$ cat src/rtl/sssr_pkg.sv
// Package for the status summary and service request block.
// Assumes a single 25 MHz clock domain and a command decoder feeding strobes.
package sssr_pkg;
   localparam int STB_DEV_BIT  = 1;
   localparam int STB_EEQ_BIT  = 2;
   localparam int STB_QUES_BIT = 3;
   localparam int STB_MAV_BIT  = 4;
   localparam int STB_ESB_BIT  = 5;
   localparam int STB_RQS_BIT  = 6;
   localparam int STB_OPER_BIT = 7;
   localparam int SEV_OPC_BIT  = 0;
   localparam int SEV_UNU_BIT  = 1;
   localparam int SEV_QYE_BIT  = 2;
   localparam int SEV_DDE_BIT  = 3;
   localparam int SEV_EXE_BIT  = 4;
   localparam int SEV_CME_BIT  = 5;
   localparam int SEV_URQ_BIT  = 6;
   localparam int SEV_PON_BIT  = 7;
   localparam logic [7:0]  BYTE_RESET    = 8'h00;
   localparam logic [15:0] WORD_RESET    = 16'h0000;
   localparam logic [15:0] WORD_TOP_MASK = 16'h7FFF;
   localparam logic [7:0]  SEV_MASK      = 8'hFD;
   localparam logic [7:0]  STB_SRE_MASK  = 8'hBF;
   typedef enum logic [1:0] {
      SSSR_IDLE_ST = 2'b00,
      SSSR_WAIT_ST = 2'b01,
      SSSR_ANS_ST  = 2'b11
   } sssr_qry_type;
endpackage

$ cat src/rtl/sssr_top.sv
// Status byte, standard event register, enable masks and service request.
// Assumes synchronous command strobes from a command parser and a bus interface.
`timescale 1ns/100ps

module sssr_top
(
   input  wire logic        REF_CLK,
   input  wire logic        RSTN,
   input  wire logic [15:0] OPER_EVENT_SET,
   input  wire logic [15:0] QUES_EVENT_SET,
   input  wire logic [15:0] DEV_EVENT_SET,
   input  wire logic        OPER_QUERY,
   input  wire logic        QUES_QUERY,
   input  wire logic        DEV_QUERY,
   input  wire logic        OPER_ENA_WR,
   input  wire logic        QUES_ENA_WR,
   input  wire logic        DEV_ENA_WR,
   input  wire logic [15:0] ENA_WDATA,
   output logic      [15:0] OPER_EVENT,
   output logic      [15:0] QUES_EVENT,
   output logic      [15:0] DEV_EVENT,
   input  wire logic        OPC_DONE,
   input  wire logic        QUERY_ERR,
   input  wire logic        DEVICE_ERR,
   input  wire logic        EXEC_ERR,
   input  wire logic        CMD_ERR,
   input  wire logic        USER_REQ,
   input  wire logic        CLEAR_STATUS,
   input  wire logic        SEV_QUERY,
   output logic      [7:0]  SEV_DATA,
   input  wire logic        SEV_ENA_WR,
   input  wire logic        SRE_WR,
   input  wire logic [7:0]  MASK_WDATA,
   output logic      [7:0]  SEV_ENA,
   output logic      [7:0]  SRE_ENA,
   input  wire logic        OUTQ_NOT_EMPTY,
   input  wire logic        ERRQ_NOT_EMPTY,
   input  wire logic        STB_QUERY,
   input  wire logic        PRIOR_BUSY,
   output logic             STB_VALID,
   output logic      [7:0]  STB_DATA,
   input  wire logic        SPOLL,
   output logic      [7:0]  SPOLL_DATA,
   output logic             SRQ
);
   import sssr_pkg::*;

   logic [15:0]  oper_q, ques_q, dev_q;
   logic [15:0]  oper_en_q, ques_en_q, dev_en_q;
   logic [7:0]   sev_q, sev_en_q, sre_q, stb_q, spoll_q;
   logic         pon_q, rqs_ack_q, stb_v_q;
   sssr_qry_type qst_q, qst_d;

   wire         oper_sum = |(oper_q & oper_en_q);
   wire         ques_sum = |(ques_q & ques_en_q);
   wire         dev_sum  = |(dev_q & dev_en_q);
   wire         sev_sum  = |(sev_q & sev_en_q);
   wire  [7:0]  sum_bits = {oper_sum, 1'b0, sev_sum, OUTQ_NOT_EMPTY, ques_sum,
                            ERRQ_NOT_EMPTY, dev_sum, 1'b0};
   wire         mss      = |(sum_bits & sre_q);
   wire  [7:0]  stb_now  = sum_bits | ({7'h00, mss} << STB_RQS_BIT);
   wire  [7:0]  sev_hit  = {1'b0, USER_REQ, CMD_ERR, EXEC_ERR, DEVICE_ERR, QUERY_ERR,
                            1'b0, OPC_DONE};
   wire         sev_clr  = CLEAR_STATUS | SEV_QUERY;
   wire  [15:0] ena_w    = ENA_WDATA & WORD_TOP_MASK;

   always_ff @(posedge REF_CLK or negedge RSTN)
   begin
      if (!RSTN)
      begin
         oper_q <= WORD_RESET;
         ques_q <= WORD_RESET;
         dev_q  <= WORD_RESET;
      end
      else
      begin
         // Set wins over clear; query and clear-status empty the group
         oper_q <= ((OPER_QUERY | CLEAR_STATUS) ? WORD_RESET : oper_q)
                   | (OPER_EVENT_SET & WORD_TOP_MASK);
         ques_q <= ((QUES_QUERY | CLEAR_STATUS) ? WORD_RESET : ques_q)
                   | (QUES_EVENT_SET & WORD_TOP_MASK);
         dev_q  <= ((DEV_QUERY | CLEAR_STATUS) ? WORD_RESET : dev_q)
                   | (DEV_EVENT_SET & WORD_TOP_MASK);
      end
   end

   always_ff @(posedge REF_CLK or negedge RSTN)
   begin
      if (!RSTN)
      begin
         oper_en_q <= WORD_RESET;
         ques_en_q <= WORD_RESET;
         dev_en_q  <= WORD_RESET;
      end
      else
      begin
         if (OPER_ENA_WR)
            oper_en_q <= ena_w;
         if (QUES_ENA_WR)
            ques_en_q <= ena_w;
         if (DEV_ENA_WR)
            dev_en_q  <= ena_w;
      end
   end

   // Power-on flag survives until the first read or clear
   always_ff @(posedge REF_CLK or negedge RSTN)
   begin
      if (!RSTN)
      begin
         pon_q <= 1'b1;
         sev_q <= BYTE_RESET;
      end
      else
      begin
         pon_q <= 1'b0;
         sev_q <= ((sev_clr ? BYTE_RESET : sev_q) | sev_hit
                   | ({7'h00, pon_q} << SEV_PON_BIT)) & SEV_MASK;
      end
   end

   always_ff @(posedge REF_CLK or negedge RSTN)
   begin
      if (!RSTN)
      begin
         sev_en_q <= BYTE_RESET;
         sre_q    <= BYTE_RESET;
      end
      else
      begin
         if (SEV_ENA_WR)
            sev_en_q <= MASK_WDATA;
         if (SRE_WR)
            sre_q    <= MASK_WDATA & STB_SRE_MASK;
      end
   end

   // Serial poll: RQS is reported once per service request, then held off
   always_ff @(posedge REF_CLK or negedge RSTN)
   begin
      if (!RSTN)
      begin
         rqs_ack_q <= 1'b0;
         spoll_q   <= BYTE_RESET;
      end
      else
      begin
         if (!mss)
            rqs_ack_q <= 1'b0;
         else if (SPOLL)
            rqs_ack_q <= 1'b1;
         if (SPOLL)
            spoll_q <= stb_now & ~({7'h00, rqs_ack_q} << STB_RQS_BIT);
      end
   end

   // Status byte query waits for earlier commands in the queue
   always_comb
   begin
      qst_d = qst_q;
      case (qst_q)
         SSSR_IDLE_ST:
         begin
            if (STB_QUERY)
               qst_d = PRIOR_BUSY ? SSSR_WAIT_ST : SSSR_ANS_ST;
         end
         SSSR_WAIT_ST:
         begin
            if (!PRIOR_BUSY)
               qst_d = SSSR_ANS_ST;
         end
         SSSR_ANS_ST:
         begin
            qst_d = SSSR_IDLE_ST;
         end
         default:
         begin
            qst_d = SSSR_IDLE_ST;
         end
      endcase
   end

   always_ff @(posedge REF_CLK or negedge RSTN)
   begin
      if (!RSTN)
      begin
         qst_q   <= SSSR_IDLE_ST;
         stb_q   <= BYTE_RESET;
         stb_v_q <= 1'b0;
      end
      else
      begin
         qst_q   <= qst_d;
         stb_v_q <= (qst_d == SSSR_ANS_ST);
         if (qst_d == SSSR_ANS_ST)
            stb_q <= stb_now;
      end
   end

   assign OPER_EVENT = oper_q;
   assign QUES_EVENT = ques_q;
   assign DEV_EVENT  = dev_q;
   assign SEV_DATA   = sev_q;
   assign SEV_ENA    = sev_en_q;
   assign SRE_ENA    = sre_q;
   assign STB_DATA   = stb_q;
   assign STB_VALID  = stb_v_q;
   assign SPOLL_DATA = spoll_q;
   assign SRQ        = mss;

   top_zero_a: assert property (@(posedge REF_CLK) disable iff (!RSTN)
      !oper_q[15] && !ques_q[15] && !dev_q[15])
      else $error("top bit set");
   ena_top_a: assert property (@(posedge REF_CLK) disable iff (!RSTN)
      !oper_en_q[15] && !ques_en_q[15] && !dev_en_q[15])
      else $error("enable top bit set");
   cls_groups_a: assert property (@(posedge REF_CLK) disable iff (!RSTN)
      CLEAR_STATUS && (OPER_EVENT_SET | QUES_EVENT_SET | DEV_EVENT_SET) == WORD_RESET
      |=> OPER_EVENT == WORD_RESET && QUES_EVENT == WORD_RESET && DEV_EVENT == WORD_RESET)
      else $error("groups not cleared");
   oper_qry_a: assert property (@(posedge REF_CLK) disable iff (!RSTN)
      OPER_QUERY && OPER_EVENT_SET == WORD_RESET |=> !oper_sum)
      else $error("oper sum stays");
   ques_qry_a: assert property (@(posedge REF_CLK) disable iff (!RSTN)
      QUES_QUERY && QUES_EVENT_SET == WORD_RESET |=> !ques_sum)
      else $error("ques sum stays");
   dev_qry_a: assert property (@(posedge REF_CLK) disable iff (!RSTN)
      DEV_QUERY && DEV_EVENT_SET == WORD_RESET |=> !dev_sum)
      else $error("dev sum stays");

   // The power-on bit may land on the first edge even while a clear is seen
   sev_clear_a: assert property (@(posedge REF_CLK) disable iff (!RSTN)
      sev_clr && sev_hit == 8'h00 && !pon_q |=> sev_q == BYTE_RESET)
      else $error("sev not cleared");
   sev_unused_a: assert property (@(posedge REF_CLK) disable iff (!RSTN)
      !sev_q[SEV_UNU_BIT])
      else $error("sev bit1 set");
   opc_set_a: assert property (@(posedge REF_CLK) disable iff (!RSTN)
      OPC_DONE |=> sev_q[SEV_OPC_BIT])
      else $error("opc lost");
   qry_err_a: assert property (@(posedge REF_CLK) disable iff (!RSTN)
      QUERY_ERR |=> sev_q[SEV_QYE_BIT])
      else $error("query err lost");
   dev_err_a: assert property (@(posedge REF_CLK) disable iff (!RSTN)
      DEVICE_ERR |=> sev_q[SEV_DDE_BIT])
      else $error("device err lost");
   exe_err_a: assert property (@(posedge REF_CLK) disable iff (!RSTN)
      EXEC_ERR |=> sev_q[SEV_EXE_BIT])
      else $error("exec err lost");
   sev_set_a: assert property (@(posedge REF_CLK) disable iff (!RSTN)
      CMD_ERR |=> sev_q[SEV_CME_BIT])
      else $error("cmd err lost");
   user_req_a: assert property (@(posedge REF_CLK) disable iff (!RSTN)
      USER_REQ |=> sev_q[SEV_URQ_BIT])
      else $error("user req lost");
   pon_set_a: assert property (@(posedge REF_CLK)
      $rose(RSTN) |=> sev_q[SEV_PON_BIT])
      else $error("pon missing");
   sev_ena_hold_a: assert property (@(posedge REF_CLK) disable iff (!RSTN)
      !SEV_ENA_WR |=> SEV_ENA == $past(SEV_ENA))
      else $error("sev enable changed");

   sre_hold_a: assert property (@(posedge REF_CLK) disable iff (!RSTN)
      !SRE_WR |=> sre_q == $past(sre_q))
      else $error("sre changed");
   sre_zero_a: assert property (@(posedge REF_CLK) disable iff (!RSTN)
      SRE_WR && MASK_WDATA == BYTE_RESET |=> SRE_ENA == BYTE_RESET)
      else $error("sre not cleared");
   srq_out_a: assert property (@(posedge REF_CLK) disable iff (!RSTN)
      SRQ == |({oper_sum, sev_sum, OUTQ_NOT_EMPTY, ques_sum, ERRQ_NOT_EMPTY, dev_sum}
      & {sre_q[7], sre_q[5:1]}))
      else $error("srq wrong");

   stb_zero_a: assert property (@(posedge REF_CLK) disable iff (!RSTN)
      !STB_DATA[0] && !SPOLL_DATA[0])
      else $error("bit0 set");
   rqs_first_a: assert property (@(posedge REF_CLK) disable iff (!RSTN)
      SPOLL && mss && !rqs_ack_q |=> SPOLL_DATA[STB_RQS_BIT])
      else $error("rqs not reported");
   rqs_once_a: assert property (@(posedge REF_CLK) disable iff (!RSTN)
      SPOLL && rqs_ack_q |=> !SPOLL_DATA[STB_RQS_BIT])
      else $error("rqs reported twice");
   poll_errq_a: assert property (@(posedge REF_CLK) disable iff (!RSTN)
      SPOLL |=> SPOLL_DATA[STB_EEQ_BIT] == $past(ERRQ_NOT_EMPTY))
      else $error("poll errq wrong");
   poll_mav_a: assert property (@(posedge REF_CLK) disable iff (!RSTN)
      SPOLL |=> SPOLL_DATA[STB_MAV_BIT] == $past(OUTQ_NOT_EMPTY))
      else $error("poll mav wrong");
   poll_oper_a: assert property (@(posedge REF_CLK) disable iff (!RSTN)
      SPOLL |=> SPOLL_DATA[STB_OPER_BIT] == $past(|(oper_q & oper_en_q)))
      else $error("poll oper wrong");
   poll_ques_a: assert property (@(posedge REF_CLK) disable iff (!RSTN)
      SPOLL |=> SPOLL_DATA[STB_QUES_BIT] == $past(|(ques_q & ques_en_q)))
      else $error("poll ques wrong");
   poll_dev_a: assert property (@(posedge REF_CLK) disable iff (!RSTN)
      SPOLL |=> SPOLL_DATA[STB_DEV_BIT] == $past(|(dev_q & dev_en_q)))
      else $error("poll dev wrong");
   poll_sev_a: assert property (@(posedge REF_CLK) disable iff (!RSTN)
      SPOLL |=> SPOLL_DATA[STB_ESB_BIT] == $past(|(SEV_DATA & SEV_ENA)))
      else $error("poll sev wrong");

   mav_now_a: assert property (@(posedge REF_CLK) disable iff (!RSTN)
      STB_QUERY && !PRIOR_BUSY && qst_q == SSSR_IDLE_ST
      |=> STB_DATA[STB_MAV_BIT] == $past(OUTQ_NOT_EMPTY))
      else $error("mav wrong");
   stb_live_a: assert property (@(posedge REF_CLK) disable iff (!RSTN)
      qst_d == SSSR_ANS_ST |=> STB_DATA[STB_RQS_BIT] == $past(mss))
      else $error("stb rqs wrong");
   stb_pulse_a: assert property (@(posedge REF_CLK) disable iff (!RSTN)
      STB_VALID |=> !STB_VALID)
      else $error("stb valid too long");
   stb_wait_a: assert property (@(posedge REF_CLK) disable iff (!RSTN)
      qst_q == SSSR_WAIT_ST && PRIOR_BUSY |=> !STB_VALID)
      else $error("stb early");
   stb_busy_a: assert property (@(posedge REF_CLK) disable iff (!RSTN)
      qst_q == SSSR_IDLE_ST && STB_QUERY && PRIOR_BUSY |=> !STB_VALID)
      else $error("stb ahead of busy");

   stb_ans_c: cover property (@(posedge REF_CLK) disable iff (!RSTN)
      qst_q == SSSR_WAIT_ST ##[1:20] STB_VALID);
   srq_c: cover property (@(posedge REF_CLK) disable iff (!RSTN) $rose(SRQ));
   spoll_c: cover property (@(posedge REF_CLK) disable iff (!RSTN) SPOLL && mss ##1 SPOLL);
   sev_sum_c: cover property (@(posedge REF_CLK) disable iff (!RSTN) $rose(sev_sum));
   cls_srq_c: cover property (@(posedge REF_CLK) disable iff (!RSTN) CLEAR_STATUS && mss);
endmodule

$ cat config.mk
export PLATFORM = sky130hd
export DESIGN_NAME = sssr_top
export DESIGN_NICKNAME = d
export VERILOG_FILES = /design/src/rtl/sssr_pkg.sv /design/src/rtl/sssr_top.sv
export SDC_FILE = /design/constraint.sdc
export NUM_CORES = 1
export LEC_CHECK = 0
export BUFFER_PORTS_ARGS = -buffer_cell sky130_fd_sc_hd__clkbuf_2
export CAP_MARGIN = 20
export CELL_PAD_IN_SITES_DETAIL_PLACEMENT = 1
export CELL_PAD_IN_SITES_GLOBAL_PLACEMENT = 1
export CORE_MARGIN = 5
export CORE_UTILIZATION = 25
export CTS_BUF_LIST = sky130_fd_sc_hd__clkbuf_8
export CTS_CLUSTER_SIZE = 16
export DETAILED_ROUTE_END_ITERATION = 7
export PLACE_DENSITY = 0.63
export SKIP_LAST_GASP = 1
export SLEW_MARGIN = 10
export SYNTH_ARGS = -nofsm -noshare
export SYNTH_HDL_FRONTEND = slang
export SYNTH_SLANG_ARGS = --single-unit
$ cat constraint.sdc
create_clock -name REF_CLK -period 2.1 [get_ports REF_CLK]
set_input_delay 0 -clock REF_CLK [delete_from_list [all_inputs] [get_ports REF_CLK]]
set_output_delay 0 -clock REF_CLK [all_outputs]
set_load 0.03 [all_outputs]
== Word level (Yosys, flattened, before mapping) ==
Index checks and enable logic that the tools add are counted.
Widths: inputs -> output; s select.

* Equality and inequality tests: 3
* Muxes and demuxes: 10
* Bitwise logic cells: 17
* Reduce and logical (&&, ||, !) cells: 6

{| class="wikitable"
|+ Operators with widths
! cell !! number
|-
| $and 16x15->16 || 3
|-
| $mux 16 || 3
|-
| $or 16x15->16 || 3
|-
| $reduce_or 16->1 || 3
|-
| $and 8x8->8 || 3
|-
| $or 8x7->8 || 2
|-
| $reduce_or 8->1 || 2
|-
| $mux 8 || 1
|-
| $not 7->8 || 1
|-
| $or 8x8->8 || 1
|-
| $mux 2 || 3
|-
| $or 1x1->1 || 4
|-
| $pmux 2 s2 || 1
|-
| $eq 2x1->1 const B || 1
|-
| $eq 2x2->1 const B || 1
|-
| $logic_not 2->1 || 1
|-
| $mux 1 || 2
|-
| $ne 2x2->1 const B || 1
|}

* Flip-flop bits (word level): 136
* Input bits: 95
* Logic and storage cells: 51

== Depth between registers and ports, before layout ==
Gate-level depths: netlist of the first run.

* Depth in word-level cells: 6
* Mapped depth: 5

== Least setup slack after synthesis of the first run ==
Ideal clock, no wire load.

* Path type: flip-flop to flip-flop
* Start: register sev_q[3] (netlist: SEV_DATA[3])
* End: register stb_q[6] (netlist: STB_DATA[6])
* Setup time: 126 ps
* Arrival time: 2,103 ps
* Required time: 1,974 ps
* Slack: -129 ps
* Stages on the path, launching flop included: 6
* Period minus slack after synthesis: 2,229 ps
* Cells stage by stage: dfrtp_1 -> a222oi_1 -> nand3_1 -> a222oi_1 -> o2111ai_1 -> mux2_2

* Cells in the longest elaborated chain, start to end: 5

{| class="wikitable"
|+ RTL lines
! element !! line !! RTL
|-
| start: declaration || sssr_top.sv:50 || <nowiki>logic [7:0] sev_q, sev_en_q, sre_q, stb_q, spoll_q;</nowiki>
|-
| start signal: assignment || sssr_top.sv:117 || <nowiki>sev_q <= ((sev_clr ? BYTE_RESET : sev_q) | sev_hit</nowiki>
|-
| $and 8x8->8 || sssr_top.sv:57 || <nowiki>wire sev_sum = |(sev_q & sev_en_q);</nowiki>
|-
| $reduce_or 8->1 || sssr_top.sv:57 ||
|-
| $and 8x8->8 || sssr_top.sv:60 || <nowiki>wire mss = |(sum_bits & sre_q);</nowiki>
|-
| $reduce_or 8->1 || sssr_top.sv:60 ||
|-
| named net SRQ || sssr_top.sv:44 || <nowiki>output logic SRQ</nowiki>
|-
| $or 8x7->8 || sssr_top.sv:61 || <nowiki>wire [7:0] stb_now = sum_bits | ({7'h00, mss} << STB_RQS_BIT);</nowiki>
|-
| end signal: assignment || sssr_top.sv:196 || <nowiki>stb_q <= stb_now;</nowiki>
|-
| end: declaration || sssr_top.sv:50 ||
|}

The timed path passes the listed nets, and every way through them passes these cells.
A chain may end at the register's enable or synchronous reset.

== Worst setup path in the final report of the first run ==
* Start: register sev_en_q[3] (netlist: SEV_ENA[3])
* End: output port SRQ

* Cells in the longest elaborated chain, start to end: 4

{| class="wikitable"
|+ RTL lines
! element !! line !! RTL
|-
| start: declaration || sssr_top.sv:50 ||
|-
| start signal: assignment || sssr_top.sv:126 || <nowiki>sev_en_q <= BYTE_RESET;</nowiki>
|-
| start signal: assignment || sssr_top.sv:132 || <nowiki>sev_en_q <= MASK_WDATA;</nowiki>
|-
| $and 8x8->8 || sssr_top.sv:57 ||
|-
| $reduce_or 8->1 || sssr_top.sv:57 ||
|-
| $and 8x8->8 || sssr_top.sv:60 ||
|-
| $reduce_or 8->1 || sssr_top.sv:60 ||
|-
| end: declaration || sssr_top.sv:44 ||
|}

Every way passes these cells.

==> impl_metrics.ini, run 1 <==
[outcome]
outcome = complete, but fails checks
violations = setup timing

[global_routing]
track_usage_pct = 14.9
globalRoute.totalOverflow = 0
met3_usage_pct = 5.21
use_met1_pct = 17.2
grt_max_degree = 74
busiest_layer = met2
grt_use_met2_pct = 26.4
grt_antenna_before_repair = 1
grt_pass1_vias = 4608
grt_pass1_wl_microns = 25500

[finish]
drive_gt1_share_pct = 45.6
regArea_sq_mm = 0.00328
antenna_cells = 0
fin_util_pct = 39.3
syn_to_final_growth_pct = 54.6
multi_input_area_sq_mm = 0.00159
n_fill_cell = 2152
fin_area_sq_mm = 0.00762
fin_nets = 727

[synthesis]
synthAdderAreaFrac_pct = 0
yosysWarningCount = 0
synth_top_family_by_area = multiplexers
synth.area.top_cells = dfrtp_1 66%, mux2_2 15%, a21o_1 7.8%
synth-seq-area-share_pct = 66.6
synth_compound_area_share_pct = 13.5
synthXorXnorAreaFrac_pct = 0
ys_types = 22
yosysTopAreaCellShare_pct = 66.1
ys_ff_latch = 131
yosys.area.top_type = dfrtp_1
muxShareOfSynthArea_pct = 15.1
synth.cell_area_sq_mm = 0.00492
syn_avg_cell_area_sq_um = 14.6
postSynthCellCount = 338
yosys.area_share.simple_pct = 2.49

[detailed_routing]
viasPerCell = 4.35
wire_per_inst_microns = 17.9
routed_wirelength_microns = 16300
drc = 0
postRouteAntennaNets = 0
initialDrtViolationCount = 115
firstDrtPassIters = 4
vias = 3956

[floorplan]
boundaryPins = 185
rows = 51
die_area_sq_mm = 0.0226
fp.dieW_microns = 150
initial_utilization_pct = 25.4
die_h_microns = 150
coreArea_sq_mm = 0.0194

[min_path]
timing.hold.worst_path_depth = 3
whs_endpoint = DEV_EVENT[6]
hp-class = input pin to register
min-delay-start = DEV_QUERY

[place]
placed_cell_area_sq_mm = 0.00612
place_ws_ns = -0.0401
place.gp.congestion = 0.806
port_buffers = 173
hpwl_microns = 11300

[timing]
finalSetupViolCount = 3
skew_ns = 0.0101
slew_viol_final = 0
final.setup.tns_ns = -0.386
fin_ws_ns = -0.292
hold_viol = 0
finalCritPeriodShare_pct = 114
worst_pin_slew_ns = 0.703
finalCriticalPeriod_ns = 2.39
max_slew_margin_pct = 53.2
fmax_mhz = 418
rsz0062_at_grt = true

[clocking]
clk_latency_ns = 0.44
root_buffer = clkbuf_8
cts_tree = yes
clock_sinks = 131
htree_levels = 4
clk_pin_slew_ns = 0.07
clock_path_buffers = 2
numCtsBuffers = 17

[power_and_ir_drop]
powerDensity_mw_per_mm2 = 818
p_leak_nw = 3.67
power_mw = 6.23
ir_worst_vdd_mv = 0.496

[worst_setup_path]
reg2reg_from = SEV_ENA[3]
r2r_slack_ns = -0.07
crit_path_start = SEV_ENA[3]
critPathMaxFanout = 2
cp.required_ns = 2.10
reg2reg_to = STB_DATA[6]
r2r_cells = 6
critPathCaptureType = output port
crit_type = register to output port
critPathArrivalTime_ns = 2.39
startpoint_type = register

[run]
cap_viol_max_count = 0
layout make-up:
| cell class | count | share of cell area, % |
|---|---|---|
| sequential | 131 | 43.1 |
| multi-input combinational | 192 | 20.8 |
| clock inverter | 11 | 1.64 |
| tap | 265 | 4.35 |
| inverter | 2 | 0.0986 |
| clock buffer | 21 | 3.79 |
| timing repair buffer | 288 | 26.2 |
per-layer routing:
layer,share of wire (%),up-vias,wire length [microns]
li1,-,1807,-
met1,40,1987,6560
met2,52,147,8430
met3,7.1,13,1160
met4,0.95,2,155
met5,0.080,-,13
critical path, cell delays in order, from the launching register on:
cell	delay, ns
dfrtp_1	0.39
a222oi_1	0.44
nand3_1	0.20
a222oi_1	0.38
o2111ai_2	0.21
buf_4	0.18
clkbuf_8	0.15
placed cells by master, fill, tap and decap left out, types with 4 or more instances in the layout:
cell type,n
dlygate4sd3_1,96
buf_4,18
nand3_1,4
conb_1,8
a21oi_1,6
dfrtp_1,130
a21o_1,51
nor2_1,12
clkinvlp_4,4
nor3_1,5
a22oi_1,20
mux2_2,65
clkbuf_2,171
clkbuf_8,22
a222oi_1,5
nand2_1,7
flip-flops by register name (all words and copies together) (netlist names):
name / count
SEV_ENA: 8
rqs_ack_q: 1
oper_en_q: 15
SRE_ENA: 7
DEV_EVENT: 15
OPER_EVENT: 15
QUES_EVENT: 15
ques_en_q: 15
dev_en_q: 15
STB_VALID: 1
pon_q: 1
SEV_DATA: 7
qst_q: 2
STB_DATA: 7
SPOLL_DATA: 7
per-stage QoR:
stage | cells | hold WS (ns)
2_1_floorplan | 345 | -0.296
5_1_grt | 910 | 0.00245
6_report | 910 | 0.0276
4_1_cts | 901 | 0.0250
3_5_place_dp | 770 | 0.0678
3_3_place_gp | 770 | 0.0508
power breakdown:
group	switching (mW)	total (mW)	internal (mW)
sequential	0.155	2.89	2.74
clock	1.03	2.21	1.18
combinational	0.621	1.13	0.506
worst max path at each step:
stage / end / slack, ns / cells past startpoint
after detailed placement: STB_DATA[6] / -0.04 / 5
after floorplan: STB_DATA[6] / 0.01 / 5
final: SRQ / -0.29 / 6
after global placement: STB_DATA[6] / 0.05 / 6
after global routing: SRQ / -0.46 / 6
after CTS: SRQ / -0.36 / 6
timing repair:
| item | CTS | global route |
|---|---|---|
| setup buffers | 4 | 6 |
| endpoints found under the setup margin | 4 | 4 |
| endpoints found under the hold margin | 193 | 2 |
| hold buffers | 95 | 1 |
| pin swaps | 5 | 1 |
| resized for setup | 4 | 1 |
| cloned | 0 | 0 |
cell usage after synthesis:
cell,instances
clkbuf_1,13
conb_1,1
o31ai_1,2
o21a_1,1
a22oi_1,20
nor2_1,12
a31o_2,1
nor2b_1,1
inv_1,2
a21o_2,1
o21ai_0,1
dfrtp_1,130
nand2_1,7
o2111ai_1,1
nand3_1,4
a21oi_1,6
a21o_1,51
buf_4,7
mux2_2,66
dfstp_2,1
nor3_1,5
a222oi_1,5
cell families after synthesis:
group,after synthesis
AOI/OAI and AO/OA,89
buffers and inverters,22
DFF,131
muxes,66
other,1
and+or+nand+nor,29
Power figures use the tool's default switching activity.
==> run 2, diff against run 1 <==
- CORE_ASPECT_RATIO: not set -> 1.1
- RECOVER_POWER: not set -> 25
- SETUP_SLACK_MARGIN: not set -> 0.2
==> run 2 against run 1 <==
Against the previous run: the run ends with capacitance limit, slew limit, setup timing left; register-to-register slack about the same; cell count down 2.9%; combinational power about the same; critical path type unchanged; clock-buffer cell count shrank 2; fmax rose by 6.3%; hold slack worse by 0.0042 ns.
==> impl_metrics.ini, run 2 (same netlist as run 1, synthesis figures left out) <==
[outcome]
outcome = complete, but fails checks
violations = capacitance limit, slew limit, setup timing

[global_routing]
grt_pass1_vias = 4552
met3_usage_pct = 4.44
grt_use_met2_pct = 25.5
busiest_layer = met2
grt_antenna_before_repair = 0
track_usage_pct = 14.7
use_met1_pct = 17.8
globalRoute.totalOverflow = 0
grt_max_degree = 62
grt_pass1_wl_microns = 25100

[clocking]
root_buffer = clkbuf_8
clk_pin_slew_ns = 0.08
clock_sinks = 131
cts_tree = yes
numCtsBuffers = 17
htree_levels = 4
clk_latency_ns = 0.44
clock_path_buffers = 2

[timing]
fin_ws_ns = -0.151
max_slew_margin_pct = -7.52
hold_viol = 0
slew_viol_final = 61
fmax_mhz = 444
worst_pin_slew_ns = 1.61
rsz0062_at_grt = true
skew_ns = 0.0115
finalCriticalPeriod_ns = 2.25
finalCritPeriodShare_pct = 107
finalSetupViolCount = 2

[detailed_routing]
firstDrtPassIters = 6
initialDrtViolationCount = 80
wire_per_inst_microns = 18.3
drc = 0
postRouteAntennaNets = 0
routed_wirelength_microns = 16200
vias = 3941
viasPerCell = 4.46

[power_and_ir_drop]
clockPowerShare_pct = 35.4
powerDensity_mw_per_mm2 = 823
switching_share_pct = 28.2
combPwrFrac_pct = 17.8
ir_worst_vdd_mv = 0.374
power_frac_seq_pct = 46.8
p_int_mw = 4.45
p_leak_nw = 3.64
power.switching_mw = 1.74

[finish]
layout_commonest_cell = clkbuf_2
fin_cells = 884
layout.cells.most_common_list = 172 x clkbuf_2, 125 x dfrtp_1, 95 x dlygate4sd3_1, 65 x mux2_2, 51 x a21o_1
syn_to_final_growth_pct = 52.7
fin_nets = 719
fin_area_sq_mm = 0.00752
fin_util_pct = 39.1
drive_gt1_share_pct = 45.4
antenna_cells = 0

[floorplan]
rows = 53
coreArea_sq_mm = 0.0192
fp.dieW_microns = 144
boundaryPins = 185
initial_utilization_pct = 25.6
die_area_sq_mm = 0.0226
die_h_microns = 157

[worst_setup_path]
r2r_slack_ns = -0.06
critPathArrivalTime_ns = 2.25
cp.required_ns = 2.10
critPathCaptureType = output port
startpoint_type = register
crit_type = register to output port
critPathMaxFanout = 3

[place]
hpwl_microns = 11700
placed_cell_area_sq_mm = 0.00611
port_buffers = 173
place.gp.congestion = 0.768
post-place-cells = 752

[run]
cap_viol_max_count = 1

[min_path]
hp-class = input pin to register
run 2: changes by cell type in the layout (fill, tap and decap cells not counted):
cell	previous run	this run
dfrtp_2	0	5
dlygate4sd3_1	96	95
inv_6	2	0
dfrtp_1	130	125
buf_6	1	0
clkinvlp_4	4	2
clkbuf_8	22	20
buf_4	18	11
bufinv_16	2	3
clkbuf_2	171	172
inv_1	3	6
clkinv_2	1	3
run 2: routing by layer:
| metal | share of wire (%) | up-vias |
|---|---|---|
| li1 | - | 1786 |
| met1 | 41 | 1980 |
| met2 | 51 | 160 |
| met3 | 7.6 | 15 |
| met4 | 1.0 | 0 |
| met5 | 0 | - |
run 2: worst paths after layout:
check                             start       endpoint  cells after the start
setup / recovery            SEV_DATA[3]            SRQ                      5
hold / removal             CLEAR_STATUS  OPER_EVENT[3]                      3
setup reg to reg            SEV_DATA[3]    STB_DATA[6]                      6
hold reg to reg                qst_q[1]       qst_q[0]                      1
max in group asynchronous          RSTN    SEV_DATA[3]                      2
min in group asynchronous          RSTN  OPER_EVENT[7]                      2
run 2: what timing repair did:
action,in CTS,in global routing
cloned,0,0
endpoints found under the hold margin,199,2
pin swaps,5,3
setup buffers,3,1
setup endpoints to repair,4,4
hold buffers,94,1
resized for setup,4,0
run 2: power groups by stage:
stage	combinational [mW]	clock (mW)	sequential (mW)
6_report	1.10	2.19	2.90
4_1_cts	1.10	2.29	2.90
5_1_grt	1.19	2.40	2.93
3_3_place_gp	0.921	0	2.94
2_1_floorplan	0.332	0	3.14
3_5_place_dp	0.943	0	2.95
run 2: stage by stage:
stage	hold slack [ns]	total power [mW]	setup WS (ns)	setup TNS [ns]
floorplan	-0.296	3.47	0.0913	0
global placement	0.0117	3.86	0.0859	0
detailed placement	0.0299	3.89	0.00337	0
CTS	0.0264	6.30	-0.190	-0.230
global route	0.0309	6.52	-0.272	-0.465
finish	0.0234	6.19	-0.151	-0.209
run 2: cell type report:
cell class | instances | area, sq um
fill | 2069 | 11700
sequential | 131 | 3290
timing repair buffer | 280 | 1930
multi-input combinational | 192 | 1590
tap | 247 | 309
clock buffer | 19 | 262
clock inverter | 13 | 144
inverter | 2 | 7.51
run 2: critical path: stages (launching register included):
cell and delay [ns]:
dfrtp_2 0.40, a222oi_1 0.36, nand3_1 0.22, a222oi_1 0.42, o2111ai_2 0.20, clkbuf_8 0.22
==> run 3, diff against run 2 <==
- CORE_MARGIN: 5 -> 1
==> run 3 against run 2 <==
Against the previous run: the run ends with setup timing left; utilization decreased by 0.072 points; hold slack gained 0.051 ns; non-clock buffer count down 1; cell count shrank 0.34%; fmax is 1.3% higher; die area is 10% lower; global-route usage increased by 1.4 points; critical path depth is the same; design area shrank 0.18%; critical path type unchanged; highest routed layer unchanged.
==> impl_metrics.ini, run 3 (same netlist as run 1, synthesis figures left out) <==
[timing]
slew_viol_final = 0
finalSetupViolCount = 3
hold_viol = 0
fin_ws_ns = -0.122
rsz0062_at_grt = true
fmax_mhz = 450
max_slew_margin_pct = 2.15
finalCritPeriodShare_pct = 106
worst_pin_slew_ns = 1.47
skew_ns = 0.0168
finalCriticalPeriod_ns = 2.22
final.setup.tns_ns = -0.302

[worst_setup_path]
crit_path_start = SEV_DATA[3]
r2r_cells = 7
crit_slowest_cell = dfrtp_2
cp.required_ns = 2.10
startpoint_type = register
reg2reg_to = STB_DATA[6]
path_cells = a222oi_1 -> nand3_1 -> a222oi_1 -> o2111ai_2 -> clkbuf_8
critPathArrivalTime_ns = 2.22
cp_slowest_stage_delay_ns = 0.40
critPathMaxFanout = 2
r2r_slack_ns = -0.12
crit_type = register to output port
critPathCaptureType = output port
path_common_cell = a222oi_1
reg2reg_from = SEV_DATA[3]

[outcome]
outcome = complete, but fails checks
violations = setup timing

[power_and_ir_drop]
power_mw = 6.12
ir_worst_vdd_mv = 0.356
p_leak_nw = 3.62
powerDensity_mw_per_mm2 = 815

[finish]
layout.cells.most_common_list = 172 x clkbuf_2, 125 x dfrtp_1, 94 x dlygate4sd3_1, 65 x mux2_2, 51 x a21o_1
syn_to_final_growth_pct = 52.5
drive_gt1_share_pct = 45.6
antenna_cells = 0
fin_nets = 718
n_fill_cell = 2093
fin_area_sq_mm = 0.00751
fin_cells = 881
layout_commonest_cell = clkbuf_2
fin_util_pct = 39.0

[clocking]
cts_tree = yes
numCtsBuffers = 17
htree_levels = 4
clock_path_buffers = 2
clk_pin_slew_ns = 0.07
clock_sinks = 131
root_buffer = clkbuf_8
clk_latency_ns = 0.44

[floorplan]
die_area_sq_mm = 0.0203
rows = 53
boundaryPins = 185
die_h_microns = 149
initial_utilization_pct = 25.6
fp.dieW_microns = 136
coreArea_sq_mm = 0.0192

[min_path]
hp-class = input pin to register
timing.hold.worst_path_depth = 3
min-delay-start = CLEAR_STATUS
whs_endpoint = QUES_EVENT[11]

[global_routing]
grt_antenna_before_repair = 0
grt_pass1_vias = 4376
track_usage_pct = 16.1
grt_max_degree = 56
globalRoute.totalOverflow = 0
grt_pass1_wl_microns = 24300

[place]
post-place-cells = 751
placed_cell_area_sq_mm = 0.00610
place.gp.congestion = 0.794
port_buffers = 173
hpwl_microns = 10800

[detailed_routing]
vias = 3934
drc = 0
wire_per_inst_microns = 17.6
initialDrtViolationCount = 155
viasPerCell = 4.47
postRouteAntennaNets = 0
firstDrtPassIters = 4
routed_wirelength_microns = 15500

[run]
cap_viol_max_count = 0
run 3: cell count changes in the layout (fill, tap and decap cells not counted):
cell           change
buf_4              -2
clkbuf_8           -2
buf_6              +1
clkbuf_1           +1
clkinv_4           +1
dlygate4sd3_1      -1
inv_1              -1
nand3_1            -1
nand3_2            +1
o31ai_1            -1
o31ai_4            +1
run 3: cell type report:
cell class / count / area [sq um] / area share (%)
clock buffer: 17 / 234 / 3.12
clock inverter: 13 / 149 / 1.98
inverter: 2 / 7.51 / 0.100
multi-input combinational: 192 / 1610 / 21.4
sequential: 131 / 3290 / 43.8
tap: 247 / 309 / 4.12
timing repair buffer: 279 / 1920 / 25.5
run 3: timing repair:
item | CTS | global route
endpoints found under the hold margin | 234 | 3
gates resized for setup | 6 | 2
setup buffers | 5 | 0
pin swaps | 5 | 6
setup endpoints to repair | 4 | 4
hold buffers | 93 | 1
run 3: how the worst max path moves through the flow:
stage	end	slack, ns	depth (start not counted)
4_1_cts	SRQ	-0.17	5
3_5_place_dp	STB_DATA[6]	-0.002	6
2_1_floorplan	STB_DATA[6]	0.09	5
5_1_grt	SRQ	-0.30	5
3_3_place_gp	STB_DATA[6]	0.02	6
6_report	SRQ	-0.12	5
run 3: per-stage QoR:
step	worst slack (ns)	hold WS, ns
finish	-0.122	0.0742
detailed placement	-0.00232	0.00203
floorplan	0.0913	-0.296
global placement	0.0218	-0.00963
global route	-0.297	0.111
CTS	-0.173	0.0696
run 3: where the power goes:
part	total [mW]	internal, mW	switching (mW)
clock	2.12	1.14	0.975
sequential	2.90	2.74	0.161
combinational	1.10	0.489	0.612
run 3: worst max-delay path, delay by kind of cell, from the launching register on:
| family | cells | cell delay [ns] |
|---|---|---|
| buffers and inverters | 1 | 0.22 |
| AOI/OAI and AO/OA | 3 | 0.97 |
| and+or+nand+nor | 1 | 0.19 |
| DFF | 1 | 0.40 |
run 3: layer usage:
layer | routed length [microns] | part of all wire, % | global-route usage [%]
met4 | 149 | 0.96 | 4.89
met5 | 0 | 0 | 0
met1 | 6350 | 41 | 19.0
met2 | 8020 | 52 | 28.4
met3 | 988 | 6.4 | 4.32
